[config.mk]
export PLATFORM = sky130hd
export DESIGN_NAME = mmd_decoder
export DESIGN_NICKNAME = d
export VERILOG_FILES = /design/src/verilog/mmd_pkg.sv /design/src/verilog/mmd_decoder.sv /design/src/verilog/mmd_row_tracker.sv
export SDC_FILE = /design/constraint.sdc
export NUM_CORES = 1
export LEC_CHECK = 0
export ABC_CLOCK_PERIOD_IN_PS = 4980
export BUFFER_PORTS_ARGS = -buffer_cell sky130_fd_sc_hd__clkbuf_2
export CORE_UTILIZATION = 40
export DETAILED_ROUTE_END_ITERATION = 8
export PLACE_DENSITY = 0.57
export SYNTH_ARGS = -nofsm -noshare
export SYNTH_HDL_FRONTEND = slang
export SYNTH_SLANG_ARGS = --single-unit
[constraint.sdc]
create_clock -name ref_clk -period 4.98 [get_ports ref_clk]
set_input_delay 0.996 -clock ref_clk [delete_from_list [all_inputs] [get_ports ref_clk]]
set_output_delay 0.996 -clock ref_clk [all_outputs]
set_load 0.005 [all_outputs]
[src/verilog/mmd_pkg.sv]
/*
 Constants for the memory map bank decoder: region bases, sizes, bit positions, target codes.
 Assumes a flat 32-bit byte address space shared by all requesters.
*/
package mmd_pkg;
    localparam int ADDR_W = 32;
    localparam int EXT_DATA_W = 16;
    localparam int SDRAM_BANKS = 4;
    localparam int ROW_W = 13;
    localparam int ASYNC_BANKS = 4;
    // Fixed segment per async bank, 1M byte
    localparam logic [31:0] ASYNC_SEG_SIZE = 32'h0010_0000;
    localparam logic [31:0] ASYNC_BASE = 32'h2000_0000;
    // SDRAM window ceiling, 128M bytes
    localparam logic [31:0] SDRAM_BASE = 32'h0000_0000;
    localparam logic [31:0] SDRAM_MAX_SIZE = 32'h0800_0000;
    localparam logic [31:0] SYS_REG_BASE = 32'hFFC0_0000;
    localparam logic [31:0] CORE_REG_BASE = 32'hFFE0_0000;
    localparam logic [31:0] REG_BLOCK_SIZE = 32'h0020_0000;
    // Internal memory region, decoded elsewhere
    localparam logic [31:0] INT_MEM_BASE = 32'hFF80_0000;
    localparam logic [31:0] INT_MEM_SIZE = 32'h0040_0000;
    localparam int SDRAM_SIZE_W = 3;
    // Row bit position and bank bit position within an SDRAM address
    localparam int ROW_LSB = 12;
    localparam int BANK_LSB = 25;
    typedef enum logic [5:0] {
        MMD_TGT_NONE = 6'b00_0001,
        MMD_TGT_SDRAM = 6'b00_0010,
        MMD_TGT_ASYNC = 6'b00_0100,
        MMD_TGT_CORE_REG = 6'b00_1000,
        MMD_TGT_SYS_REG = 6'b01_0000,
        MMD_TGT_INT_MEM = 6'b10_0000
    } mmd_target_e;
endpackage

[src/verilog/mmd_decoder.sv]
/*
 Address map decoder: steers each access to SDRAM, an async bank, a register block, internal memory (no select, no error) or error.
 Assumes requests arrive on ref_clk from core or peripheral DMA; one result per request.
*/
`timescale 1ns/1ps
// Contract
// - All addresses 32-bit, one flat space
// - External bus is 16 bits wide
// - SDRAM region programmable up to 128M bytes
// - Track one open row per SDRAM bank
// - Each async bank is fixed 1M segment
// - No separate I/O space; registers memory-mapped
// - Two register blocks near top of space
// - Registers only for supervisor core accesses
// - Boot uses first async bank select
module mmd_decoder #(
    parameter int SDRAM_BANK_COUNT = mmd_pkg::SDRAM_BANKS,
    parameter int SDRAM_ROW_BITS = mmd_pkg::ROW_W
) (
    input wire logic ref_clk,
    input wire logic rst,
    input wire logic req_valid,
    input wire logic [mmd_pkg::ADDR_W-1:0] req_addr,
    input wire logic req_write,
    input wire logic req_from_dma,
    input wire logic req_supervisor,
    input wire logic [mmd_pkg::SDRAM_SIZE_W-1:0] sdram_size_sel,
    input wire logic boot_from_flash,
    output logic resp_valid,
    output logic resp_error,
    output logic resp_write,
    output logic [mmd_pkg::ADDR_W-1:0] resp_offset,
    output logic [mmd_pkg::EXT_DATA_W/8-1:0] ext_lane_en,
    output logic external_bus_unit_sel,
    output logic sdram_sel,
    output logic sdram_row_hit,
    output logic [1:0] sdram_bank,
    output logic async_bank0_select_n,
    output logic [2:0] async_upper_bank_selects_n,
    output logic core_reg_sel,
    output logic mapped_control_register_sel,
    output logic boot_fetch
);
    import mmd_pkg::*;

    // Byte address inside [base, base + size)
    function automatic logic in_region(input logic [31:0] a, input logic [31:0] base,
                                       input logic [31:0] size);
        in_region = (a >= base) && ((a - base) < size);
    endfunction

    function automatic logic [1:0] lane_of(input logic a0);
        // Even byte rides the low lane of the 16-bit bus
        lane_of = a0 ? 2'b10 : 2'b01;
    endfunction

    function automatic logic [1:0] bank_of(input logic [31:0] off);
        bank_of = off[BANK_LSB+1:BANK_LSB];
    endfunction

    logic [31:0] sdram_limit;
    logic [31:0] a_off;
    logic [1:0] async_idx;
    logic reg_ok;
    logic row_hit;
    mmd_target_e tgt;

    // Next values of the registered outputs
    logic next_resp_valid;
    logic next_resp_write;
    logic next_resp_error;
    logic [31:0] next_resp_offset;
    logic [1:0] next_lane_en;
    logic next_ebu_sel;
    logic next_sdram_sel;
    logic next_row_hit;
    logic [1:0] next_sdram_bank;
    logic next_bank0_n;
    logic [2:0] next_upper_n;
    logic next_core_sel;
    logic next_sys_sel;
    logic next_boot_fetch;

    // SDRAM size: 16M << sel, clamped at 128M
    always_comb begin
        case (sdram_size_sel)
            3'h0: sdram_limit = 32'h0100_0000;
            3'h1: sdram_limit = 32'h0200_0000;
            3'h2: sdram_limit = 32'h0400_0000;
            default: sdram_limit = SDRAM_MAX_SIZE;
        endcase
    end

    // Supervisor core accesses only; DMA sees reserved space
    assign reg_ok = req_supervisor && !req_from_dma;

    always_comb begin
        // One flat 32-bit decode for memory and registers alike
        tgt = MMD_TGT_NONE;
        a_off = 32'h0000_0000;
        if (in_region(req_addr, SDRAM_BASE, sdram_limit)) begin
            tgt = MMD_TGT_SDRAM;
            a_off = req_addr - SDRAM_BASE;
        end else if (in_region(req_addr, ASYNC_BASE, ASYNC_SEG_SIZE * ASYNC_BANKS)) begin
            tgt = MMD_TGT_ASYNC;
            a_off = req_addr - ASYNC_BASE;
        end else if (in_region(req_addr, INT_MEM_BASE, INT_MEM_SIZE)) begin
            tgt = MMD_TGT_INT_MEM;
            a_off = req_addr - INT_MEM_BASE;
        end else if (in_region(req_addr, SYS_REG_BASE, REG_BLOCK_SIZE) && reg_ok) begin
            tgt = MMD_TGT_SYS_REG;
            a_off = req_addr - SYS_REG_BASE;
        end else if (in_region(req_addr, CORE_REG_BASE, REG_BLOCK_SIZE) && reg_ok) begin
            tgt = MMD_TGT_CORE_REG;
            a_off = req_addr - CORE_REG_BASE;
        end
    end

    // Segment index from the 1M granule, device size ignored
    assign async_idx = a_off[21:20];

    // Open-row state per SDRAM bank
    mmd_row_tracker #(
        .BANKS(SDRAM_BANK_COUNT),
        .ROW_BITS(SDRAM_ROW_BITS)
    ) u_rows (
        .ref_clk(ref_clk),
        .rst(rst),
        .lookup(req_valid && (tgt == MMD_TGT_SDRAM)),
        .bank(bank_of(a_off)),
        .row(a_off[ROW_LSB+SDRAM_ROW_BITS-1:ROW_LSB]),
        .close_all(1'b0),
        .hit(row_hit)
    );

    // Response and selects, one cycle after the request
    always_comb begin
        next_resp_valid = req_valid;
        next_resp_write = 1'b0;
        next_resp_error = 1'b0;
        next_resp_offset = 32'h0000_0000;
        next_lane_en = 2'b00;
        next_ebu_sel = 1'b0;
        next_sdram_sel = 1'b0;
        next_row_hit = 1'b0;
        next_sdram_bank = 2'b00;
        next_bank0_n = 1'b1;
        next_upper_n = 3'b111;
        next_core_sel = 1'b0;
        next_sys_sel = 1'b0;
        next_boot_fetch = 1'b0;
        if (req_valid) begin
            next_resp_offset = a_off;
            next_resp_write = req_write;
            case (tgt)
                MMD_TGT_SDRAM: begin
                    next_ebu_sel = 1'b1;
                    next_sdram_sel = 1'b1;
                    // Hit reflects the row state before this access
                    next_row_hit = row_hit;
                    next_sdram_bank = bank_of(a_off);
                    next_lane_en = lane_of(a_off[0]);
                end
                MMD_TGT_ASYNC: begin
                    next_ebu_sel = 1'b1;
                    next_lane_en = lane_of(a_off[0]);
                    next_resp_offset = {12'h000, a_off[19:0]};
                    if (async_idx == 2'd0) begin
                        next_bank0_n = 1'b0;
                        next_boot_fetch = boot_from_flash && !req_write;
                    end else begin
                        next_upper_n[async_idx - 2'd1] = 1'b0;
                    end
                end
                MMD_TGT_CORE_REG: next_core_sel = 1'b1;
                MMD_TGT_SYS_REG: next_sys_sel = 1'b1;
                MMD_TGT_INT_MEM: next_resp_error = 1'b0;
                default: begin
                    // Reserved, denied or unmapped: no select at all
                    next_resp_error = 1'b1;
                    next_resp_offset = 32'h0000_0000;
                end
            endcase
        end
    end

    // Every output leaves from a flip-flop
    always_ff @(posedge ref_clk) begin
        if (rst) begin
            resp_valid <= 1'b0;
            resp_error <= 1'b0;
            resp_write <= 1'b0;
            resp_offset <= '0;
            ext_lane_en <= '0;
            external_bus_unit_sel <= 1'b0;
            sdram_sel <= 1'b0;
            sdram_row_hit <= 1'b0;
            sdram_bank <= 2'b00;
            async_bank0_select_n <= 1'b1;
            async_upper_bank_selects_n <= 3'b111;
            core_reg_sel <= 1'b0;
            mapped_control_register_sel <= 1'b0;
            boot_fetch <= 1'b0;
        end else begin
            resp_valid <= next_resp_valid;
            resp_error <= next_resp_error;
            resp_write <= next_resp_write;
            resp_offset <= next_resp_offset;
            ext_lane_en <= next_lane_en;
            external_bus_unit_sel <= next_ebu_sel;
            sdram_sel <= next_sdram_sel;
            sdram_row_hit <= next_row_hit;
            sdram_bank <= next_sdram_bank;
            async_bank0_select_n <= next_bank0_n;
            async_upper_bank_selects_n <= next_upper_n;
            core_reg_sel <= next_core_sel;
            mapped_control_register_sel <= next_sys_sel;
            boot_fetch <= next_boot_fetch;
        end
    end
endmodule

[src/verilog/mmd_row_tracker.sv]
/*
 Per-bank open-row tracker for the SDRAM path.
 Assumes one lookup per cycle; close_all clears every open row.
*/
`timescale 1ns/1ps
module mmd_row_tracker #(
    parameter int BANKS = 4,
    parameter int ROW_BITS = 13
) (
    input wire logic ref_clk,
    input wire logic rst,
    input wire logic lookup,
    input wire logic [$clog2(BANKS)-1:0] bank,
    input wire logic [ROW_BITS-1:0] row,
    input wire logic close_all,
    output logic hit
);
    logic [ROW_BITS-1:0] open_row [BANKS];
    logic [BANKS-1:0] open_valid;
    logic [ROW_BITS-1:0] next_open_row [BANKS];
    logic [BANKS-1:0] next_open_valid;

    assign hit = open_valid[bank] && (open_row[bank] == row);

    always_comb begin
        next_open_row = open_row;
        next_open_valid = open_valid;
        if (close_all) begin
            next_open_valid = '0;
        end else if (lookup && !hit) begin
            // Miss opens the new row in this bank only
            next_open_row[bank] = row;
            next_open_valid[bank] = 1'b1;
        end
    end

    always_ff @(posedge ref_clk) begin
        if (rst) begin
            open_valid <= '0;
            for (int i = 0; i < BANKS; i++) begin
                open_row[i] <= '0;
            end
        end else begin
            open_valid <= next_open_valid;
            open_row <= next_open_row;
        end
    end
endmodule

### Word level (Yosys, flattened, before mapping)

Cells that the tools add are included.

* bits in registers: 105
* bits of input ports: 42
* output and inout bits: 49
* word-level logic and storage cells: 116

* add/subtract/negate cells: 5
* order comparisons: 16
* eq/ne operators: 8
* multiplexer cells: 31
* bitwise gates (word level): 8
* reductions and logical operators: 29

Operators by type and width (number)
* 2-to-1 mux 32 bit: 5
* >= comparator 32 bit (second input constant): 3
* subtractor 32 bit (second input constant): 3
* one-hot mux 28 bit (3 select lines): 1
* less-than comparator 32 x 22 -> 1 bit (second input constant): 2
* less-than comparator 32 x 23 -> 1 bit (second input constant): 2
* one-hot mux 32 bit (2 select lines): 1
* bitwise mux 52 bit: 1
* 2-to-1 mux 13 bit: 3
* >= comparator 32 x 1 -> 1 bit (second input constant): 1
* >= comparator 32 x 30 -> 1 bit (second input constant): 1
* less-than comparator 32 bit: 1
* subtractor 32 x 30 -> 32 bit (second input constant): 1
* binary-select mux 13 bit (select 2 bit): 1
* demux 13 bit (select 2 bit): 1
* 2-to-1 mux 6 bit: 3
* logical AND 1 bit: 15
* equality test 13 bit: 1
* OR reduction 4 bit: 3
* 2-to-1 mux 1 bit: 9
* OR reduction 3 bit: 3
* equality test 6 x 2 -> 1 bit (second input constant): 1
* equality test 6 x 3 -> 1 bit (second input constant): 1
* equality test 6 x 4 -> 1 bit (second input constant): 1
* 23 further kinds: 33

### Logic depth before layout (Yosys ltp)

* word-level depth: 17
* gate-level depth with buffers: 15
* gate-level depth less buffers: 13

### Modules after synthesis

A second synthesis with hierarchy kept.

* cell total of the unflattened synthesis: 545
* area, all modules: 5418.9 um^2

Modules (own cells, without submodules)
* mmd_row_tracker: times used 1, cells each 255, area each 2861.5 um^2, seq. area each 1121.1 um^2
* mmd_decoder: times used 1, cells each 290, area each 2557.5 um^2, seq. area each 980.9 um^2

### Worst setup path after synthesis

No wires, ideal clock.

* kind: input to register
* from: input port sdram_size_sel[2] (netlist bit)
* to: register u_rows.open_row[37] (netlist bit)
* setup time: 0.128 ns
* arrival: 3.934 ns
* data required time: 4.852 ns
* setup slack: 0.918 ns
* cell stages on the path: 15
* path buffers: 2
* path through: nor2_1 nand2_1 ha_1 a21oi_1 o211a_1 nand2_2 buf_6 o22a_1 a2111oi_2 o2111ai_1 nor4_4 a311oi_2 buf_6 mux2i_1 nor2_1

* cells in the longest elaborated chain, start to end: 13
* elaborated cells on any way between the ends: 26
* classes of those cells: order compare (3); eq/ne (4); mux (11); bitwise (1); reduce/logical (7)

RTL lines
* from (decl): RTL line mmd_decoder.sv:27 `input wire logic [mmd_pkg::SDRAM_SIZE_W-1:0] sdram_size_sel,`
* equality test 3 x 2 -> 1 bit, or another cell as far along: RTL line mmd_decoder.sv:86 `case (sdram_size_sel)`
* one-hot mux 28 bit (3 select lines) *: RTL line mmd_decoder.sv:86
* less-than comparator 32 bit *: RTL line mmd_decoder.sv:49 `in_region = (a >= base) && ((a - base) < size);`
* logical AND 1 bit *: RTL line mmd_decoder.sv:49
* 2-to-1 mux 32 bit: RTL line mmd_decoder.sv:101 `if (in_region(req_addr, SDRAM_BASE, sdram_limit)) begin`
* NOT 2 -> 3 bit (implied by the code): RTL line mmd_row_tracker.sv:23, mmd_row_tracker.sv:32
* binary-select mux 13 bit (select 2 bit): RTL line mmd_row_tracker.sv:23 `assign hit = open_valid[bank] && (open_row[bank] == row);`
* 2-to-1 mux 13 bit (implied by the code) (2 in series): RTL line mmd_row_tracker.sv:23
* equality test 13 bit: RTL line mmd_row_tracker.sv:23
* logical AND 1 bit: RTL line mmd_row_tracker.sv:23
* logical NOT 1 bit: RTL line mmd_row_tracker.sv:30 `end else if (lookup && !hit) begin`
* logical AND 1 bit: RTL line mmd_row_tracker.sv:30
* to (signal assigned): RTL line mmd_row_tracker.sv:45 `open_row <= next_open_row;`
* to (decl): RTL line mmd_row_tracker.sv:18 `logic [ROW_BITS-1:0] open_row [BANKS];`

Every way passes the cells marked *; elsewhere a longest branch is shown, timed or not. The select of a mux whose other input is x is not followed.
A chain may end at the register's enable or synchronous reset.

### Worst setup path in the final report

* from: input port req_addr[29] (netlist bit)
* to: register u_rows.open_row[39] (netlist bit)

* cells in the longest elaborated chain, start to end: 17
* elaborated cells on any way between the ends: 49
* classes of those cells: add/sub (4); order compare (12); eq/ne (2); mux (18); bitwise (1); reduce/logical (12)

RTL lines
* from (decl): RTL line mmd_decoder.sv:23 `input wire logic [mmd_pkg::ADDR_W-1:0] req_addr,`
* subtractor 32 bit: RTL line mmd_decoder.sv:49
* less-than comparator 32 x 22 -> 1 bit: RTL line mmd_decoder.sv:49
* logical AND 1 bit: RTL line mmd_decoder.sv:49
* logical AND 1 bit: RTL line mmd_decoder.sv:113 `end else if (in_region(req_addr, CORE_REG_BASE, REG_BLOCK_SIZE) && reg_ok) begin`
* 2-to-1 mux 32 bit: RTL line mmd_decoder.sv:113
* 2-to-1 mux 32 bit: RTL line mmd_decoder.sv:110 `end else if (in_region(req_addr, SYS_REG_BASE, REG_BLOCK_SIZE) && reg_ok) begin`
* 2-to-1 mux 32 bit: RTL line mmd_decoder.sv:107 `end else if (in_region(req_addr, INT_MEM_BASE, INT_MEM_SIZE)) begin`
* 2-to-1 mux 32 bit: RTL line mmd_decoder.sv:104 `end else if (in_region(req_addr, ASYNC_BASE, ASYNC_SEG_SIZE * ASYNC_BANKS)) begin`
* 2-to-1 mux 32 bit: RTL line mmd_decoder.sv:101
* NOT 2 -> 3 bit (implied by the code): RTL line mmd_row_tracker.sv:23, mmd_row_tracker.sv:32
* binary-select mux 13 bit (select 2 bit): RTL line mmd_row_tracker.sv:23
* 2-to-1 mux 13 bit (implied by the code) (2 in series): RTL line mmd_row_tracker.sv:23
* equality test 13 bit: RTL line mmd_row_tracker.sv:23
* logical AND 1 bit: RTL line mmd_row_tracker.sv:23
* logical NOT 1 bit: RTL line mmd_row_tracker.sv:30
* logical AND 1 bit: RTL line mmd_row_tracker.sv:30

Parallel ways exist; a longest one is shown, timed or not. The select of a mux whose other input is x is not followed.

==> flow_summary_export.csv <==
group,metric,value,unit
power_and_ir_drop,leakage,2.62,nW
place,hpwl,10500,um
power_and_ir_drop,power_switching,0.442,mW
layout,drive_gt1_share,22.9,%
sta,max_slew_margin,46.6,%
hold_path,min_path_type,"reg -> reg",
drt,wirelength,14600,um
yosys,synth.most_common_cell,"dfxtp_1",
cts,cts_tree,"yes",
critical_path,path_class,"in -> reg",
global_routing,grt_pass1_vias,4267,
power_and_ir_drop,p_int,1.35,mW
critical_path,crit_chain,"clkbuf_2, ha_1, nor4bb_1, and4_1, a31oi_1, or4_4, and3b_1, a21oi_1, a31oi_4, nand2_4, mux2i_1",
yosys,syn-instance-count,596,
yosys,synth_seq_cells,105,
cts,cts.sinks,105,
critical_path,cp_slowest_cell,"or4_4",
die,initial_utilization,41.4,%
power_and_ir_drop,pwr-share-clk,43.9,%
yosys,ys.flop_type,"dfxtp_1",
sta,worstMarginPinSlew,0.801,ns
cts,clk_pin_slew,0.07,ns
cts,cts-buffers-inserted,9,
status,status,"complete, no violations",
cts,cts_hold_buf,0,
critical_path,cp-endpoint,"u_rows.open_row[39]",
global_routing,antenna_found_initial,0,
flow_run,maxCapViolCount,0,
layout,area_delta_synth_final,17.6,%
critical_path,r2r_slack,1.94,ns
cts,ctsResizeCount,0,
drt,first_pass_iters,5,
global_routing,grt_max_degree,59,
layout,nets,730,
yosys,synth.top_cell.area_share,39.9,%
cts,insertion_delay,0.36,ns
drt,post_drt_wl_per_cell,17.1,um
global_routing,grtUsageTotal,22.5,%
die,row_count,41,
sta,rsz0062_at_grt,"false",
layout,n_fill_cell,1292,
sta,hold_viol_final,0,
cts,root_buffer,"clkbuf_16",
sta,setup-tns-final,0,ns
critical_path,cpPeakStageDelay,0.60,ns
sta,slew_viol_final,0,
place,io_buffers,90,
critical_path,cp_max_fo,10,
layout,insertedDiodeCount,0,
global_routing,grt.overflow.total,0,
yosys,yosys.area.top_type,"dfxtp_1",
yosys,syn_area,5270,um^2
critical_path,cp_data_required_time,5.26,ns
sta,finalCritPeriodShare,88.8,%
global_routing,grt_pass1_wl,23100,um
layout,seqCellArea,2100,um^2
die,dieArea,13600,um^2
power_and_ir_drop,p_comb_share,8.9,%
drt,avgViaCountPerCell,5.44,
critical_path,crit_path_start_kind,"primary input",
cts,h-tree-depth,3,
power_and_ir_drop,p_per_area,289,nW/um^2
critical_path,reg2regPathDepth,12,
sta,whs,0.468,ns
drt,vias,4636,
sta,setup-violations-final,0,
critical_path,setup.worst_path.start,"req_addr[29]",
cts,clock_path_buffers,2,
yosys,yosys.cell_types.count,72,
sta,max_freq,226,MHz
yosys,synth_edf_count,0,
drt,postRouteAntennaNets,0,
die,die_y,117,um
drt,first_iter_violations,437,
die,die_x,117,um
sta,finalWorstSetupSlack,0.555,ns
sta,fin_skew,0.00915,ns
die,core_area,12700,um^2
drt,drcViolationCount,0,
place,place_ws,0.184,ns
place,gp_congestion,0.888,
yosys,synthArstFlopShare,0,%
yosys,yosysSeqAreaShare,39.9,%
power_and_ir_drop,sequentialPowerShare,47.1,%
cts,post-cts-setup-buffer-count,0,
sta,min_period,4.42,ns
critical_path,r2r-start,"u_rows.open_row[20]",
critical_path,r2r_end,"u_rows.open_row[3]",
yosys,synth_area_per_cell,8.84,um^2
power_and_ir_drop,switching_share,24.7,%
yosys,netlist_top_cells_area,"dfxtp_1, mux2i_1, nand2b_1",
power_and_ir_drop,ir_drop,0.177,mV
layout,multi_input_area,2910,um^2
die,io_pins,91,
critical_path,critPathCaptureType,"register",
critical_path,arrival,4.71,ns
yosys,synthTopCellsByCount,"dfxtp_1, nor2_1, nand2b_1, nand3_1",
yosys,yosys_warnings,0,
==> state kept, by name (all words and copies together), names as in the netlist <==
name / flops
u_rows.open_row: 52
resp_offset: 32
u_rows.open_valid: 4
async_upper_bank_selects_n: 3
ext_lane_en: 2
sdram_bank: 2
async_bank0_select_n: 1
boot_fetch: 1
core_reg_sel: 1
external_bus_unit_sel: 1
mapped_control_register_sel: 1
resp_error: 1
resp_valid: 1
resp_write: 1
sdram_row_hit: 1
sdram_sel: 1
==> metrics by stage <==
step           instance area (um^2)  cells  utilization [%]  power, mW
3_5_place_dp                   5870    836             46.1       1.02
4_1_cts                        6200    852             48.7       1.81
6_report                       6200    852             48.7       1.79
5_1_grt                        6200    852             48.7       1.87
2_1_floorplan                  5280    599                -      0.961
3_3_place_gp                   5870    836             46.1       1.02
==> critical path: cells and delay by family <==
kind | cells | cell delay, ns
and+or+nand+nor | 5 | 1.96
AOI/OAI and AO/OA | 3 | 1.02
adders and majority gates | 1 | 0.30
muxes | 1 | 0.21
buffers and inverters | 1 | 0.20
==> how the worst min path moves through the flow <==
stage                               from                    to  slack [ns]  depth (start not counted)
floorplan           u_rows.open_valid[1]  u_rows.open_valid[1]        0.43                          2
global placement      u_rows.open_row[1]    u_rows.open_row[1]        0.45                          2
detailed placement   u_rows.open_row[28]   u_rows.open_row[28]        0.46                          2
CTS                   u_rows.open_row[3]    u_rows.open_row[3]        0.47                          2
global route          u_rows.open_row[3]    u_rows.open_row[3]        0.48                          2
finish                u_rows.open_row[2]    u_rows.open_row[2]        0.47                          2
==> power groups by stage <==
stage,clock [mW],sequential [mW],combinational (mW)
finish,0.788,0.844,0.160
global route,0.845,0.845,0.175
CTS,0.805,0.844,0.159
detailed placement,0,0.864,0.158
global placement,0,0.864,0.158
floorplan,0,0.865,0.0966
==> logic make-up after synthesis <==
family	share of synthesized area (%)
fa+ha+maj	3.09
other cells	0.0712
xor+xnor	2.14
buf+inv	5.25
compound gates	15.0
flops	39.9
mux	7.34
simple gates	27.2
==> per-layer routing <==
metal	track usage (%)	share of wire, %
met2	35.9	46
met1	29.8	46
met4	9.79	2.6
met5	0	0
met3	3.91	5.5
==> layout make-up <==
| class | count | area share [%] |
|---|---|---|
| flip-flops and latches | 105 | 33.9 |
| clock buffers | 9 | 3.63 |
| repair buffers | 106 | 9.41 |
| multi-input cells | 437 | 46.9 |
| clock inverters | 7 | 1.72 |
| inverters | 16 | 0.969 |
| well taps | 172 | 3.47 |
==> cell usage in the layout (no fill, tap or decap), types with 4 or more instances in the layout <==
cell | netlist | routed
xnor2_1 | 7 | 7
o21ai_1 | 22 | 22
nor2_1 | 45 | 45
conb_1 | 1 | 4
inv_1 | 16 | 16
clkbuf_2 | 0 | 90
o22ai_1 | 5 | 5
clkbuf_16 | 0 | 9
nor4_1 | 10 | 10
nand3_1 | 39 | 39
xor2_1 | 4 | 4
a21oi_2 | 3 | 4
ha_1 | 13 | 13
a2bb2oi_1 | 4 | 4
nor3_1 | 18 | 18
a21oi_1 | 24 | 23
and3_1 | 31 | 31
nand2b_1 | 39 | 39
and4_1 | 4 | 4
nand4_1 | 7 | 7
o21ai_0 | 12 | 12
and2_1 | 4 | 4
mux2_2 | 5 | 5
or3_1 | 4 | 4
a31oi_1 | 5 | 5
mux2i_1 | 33 | 33
buf_4 | 2 | 15
dfxtp_1 | 105 | 105
nand2_1 | 33 | 33
(Power assumes the default switching activity.)
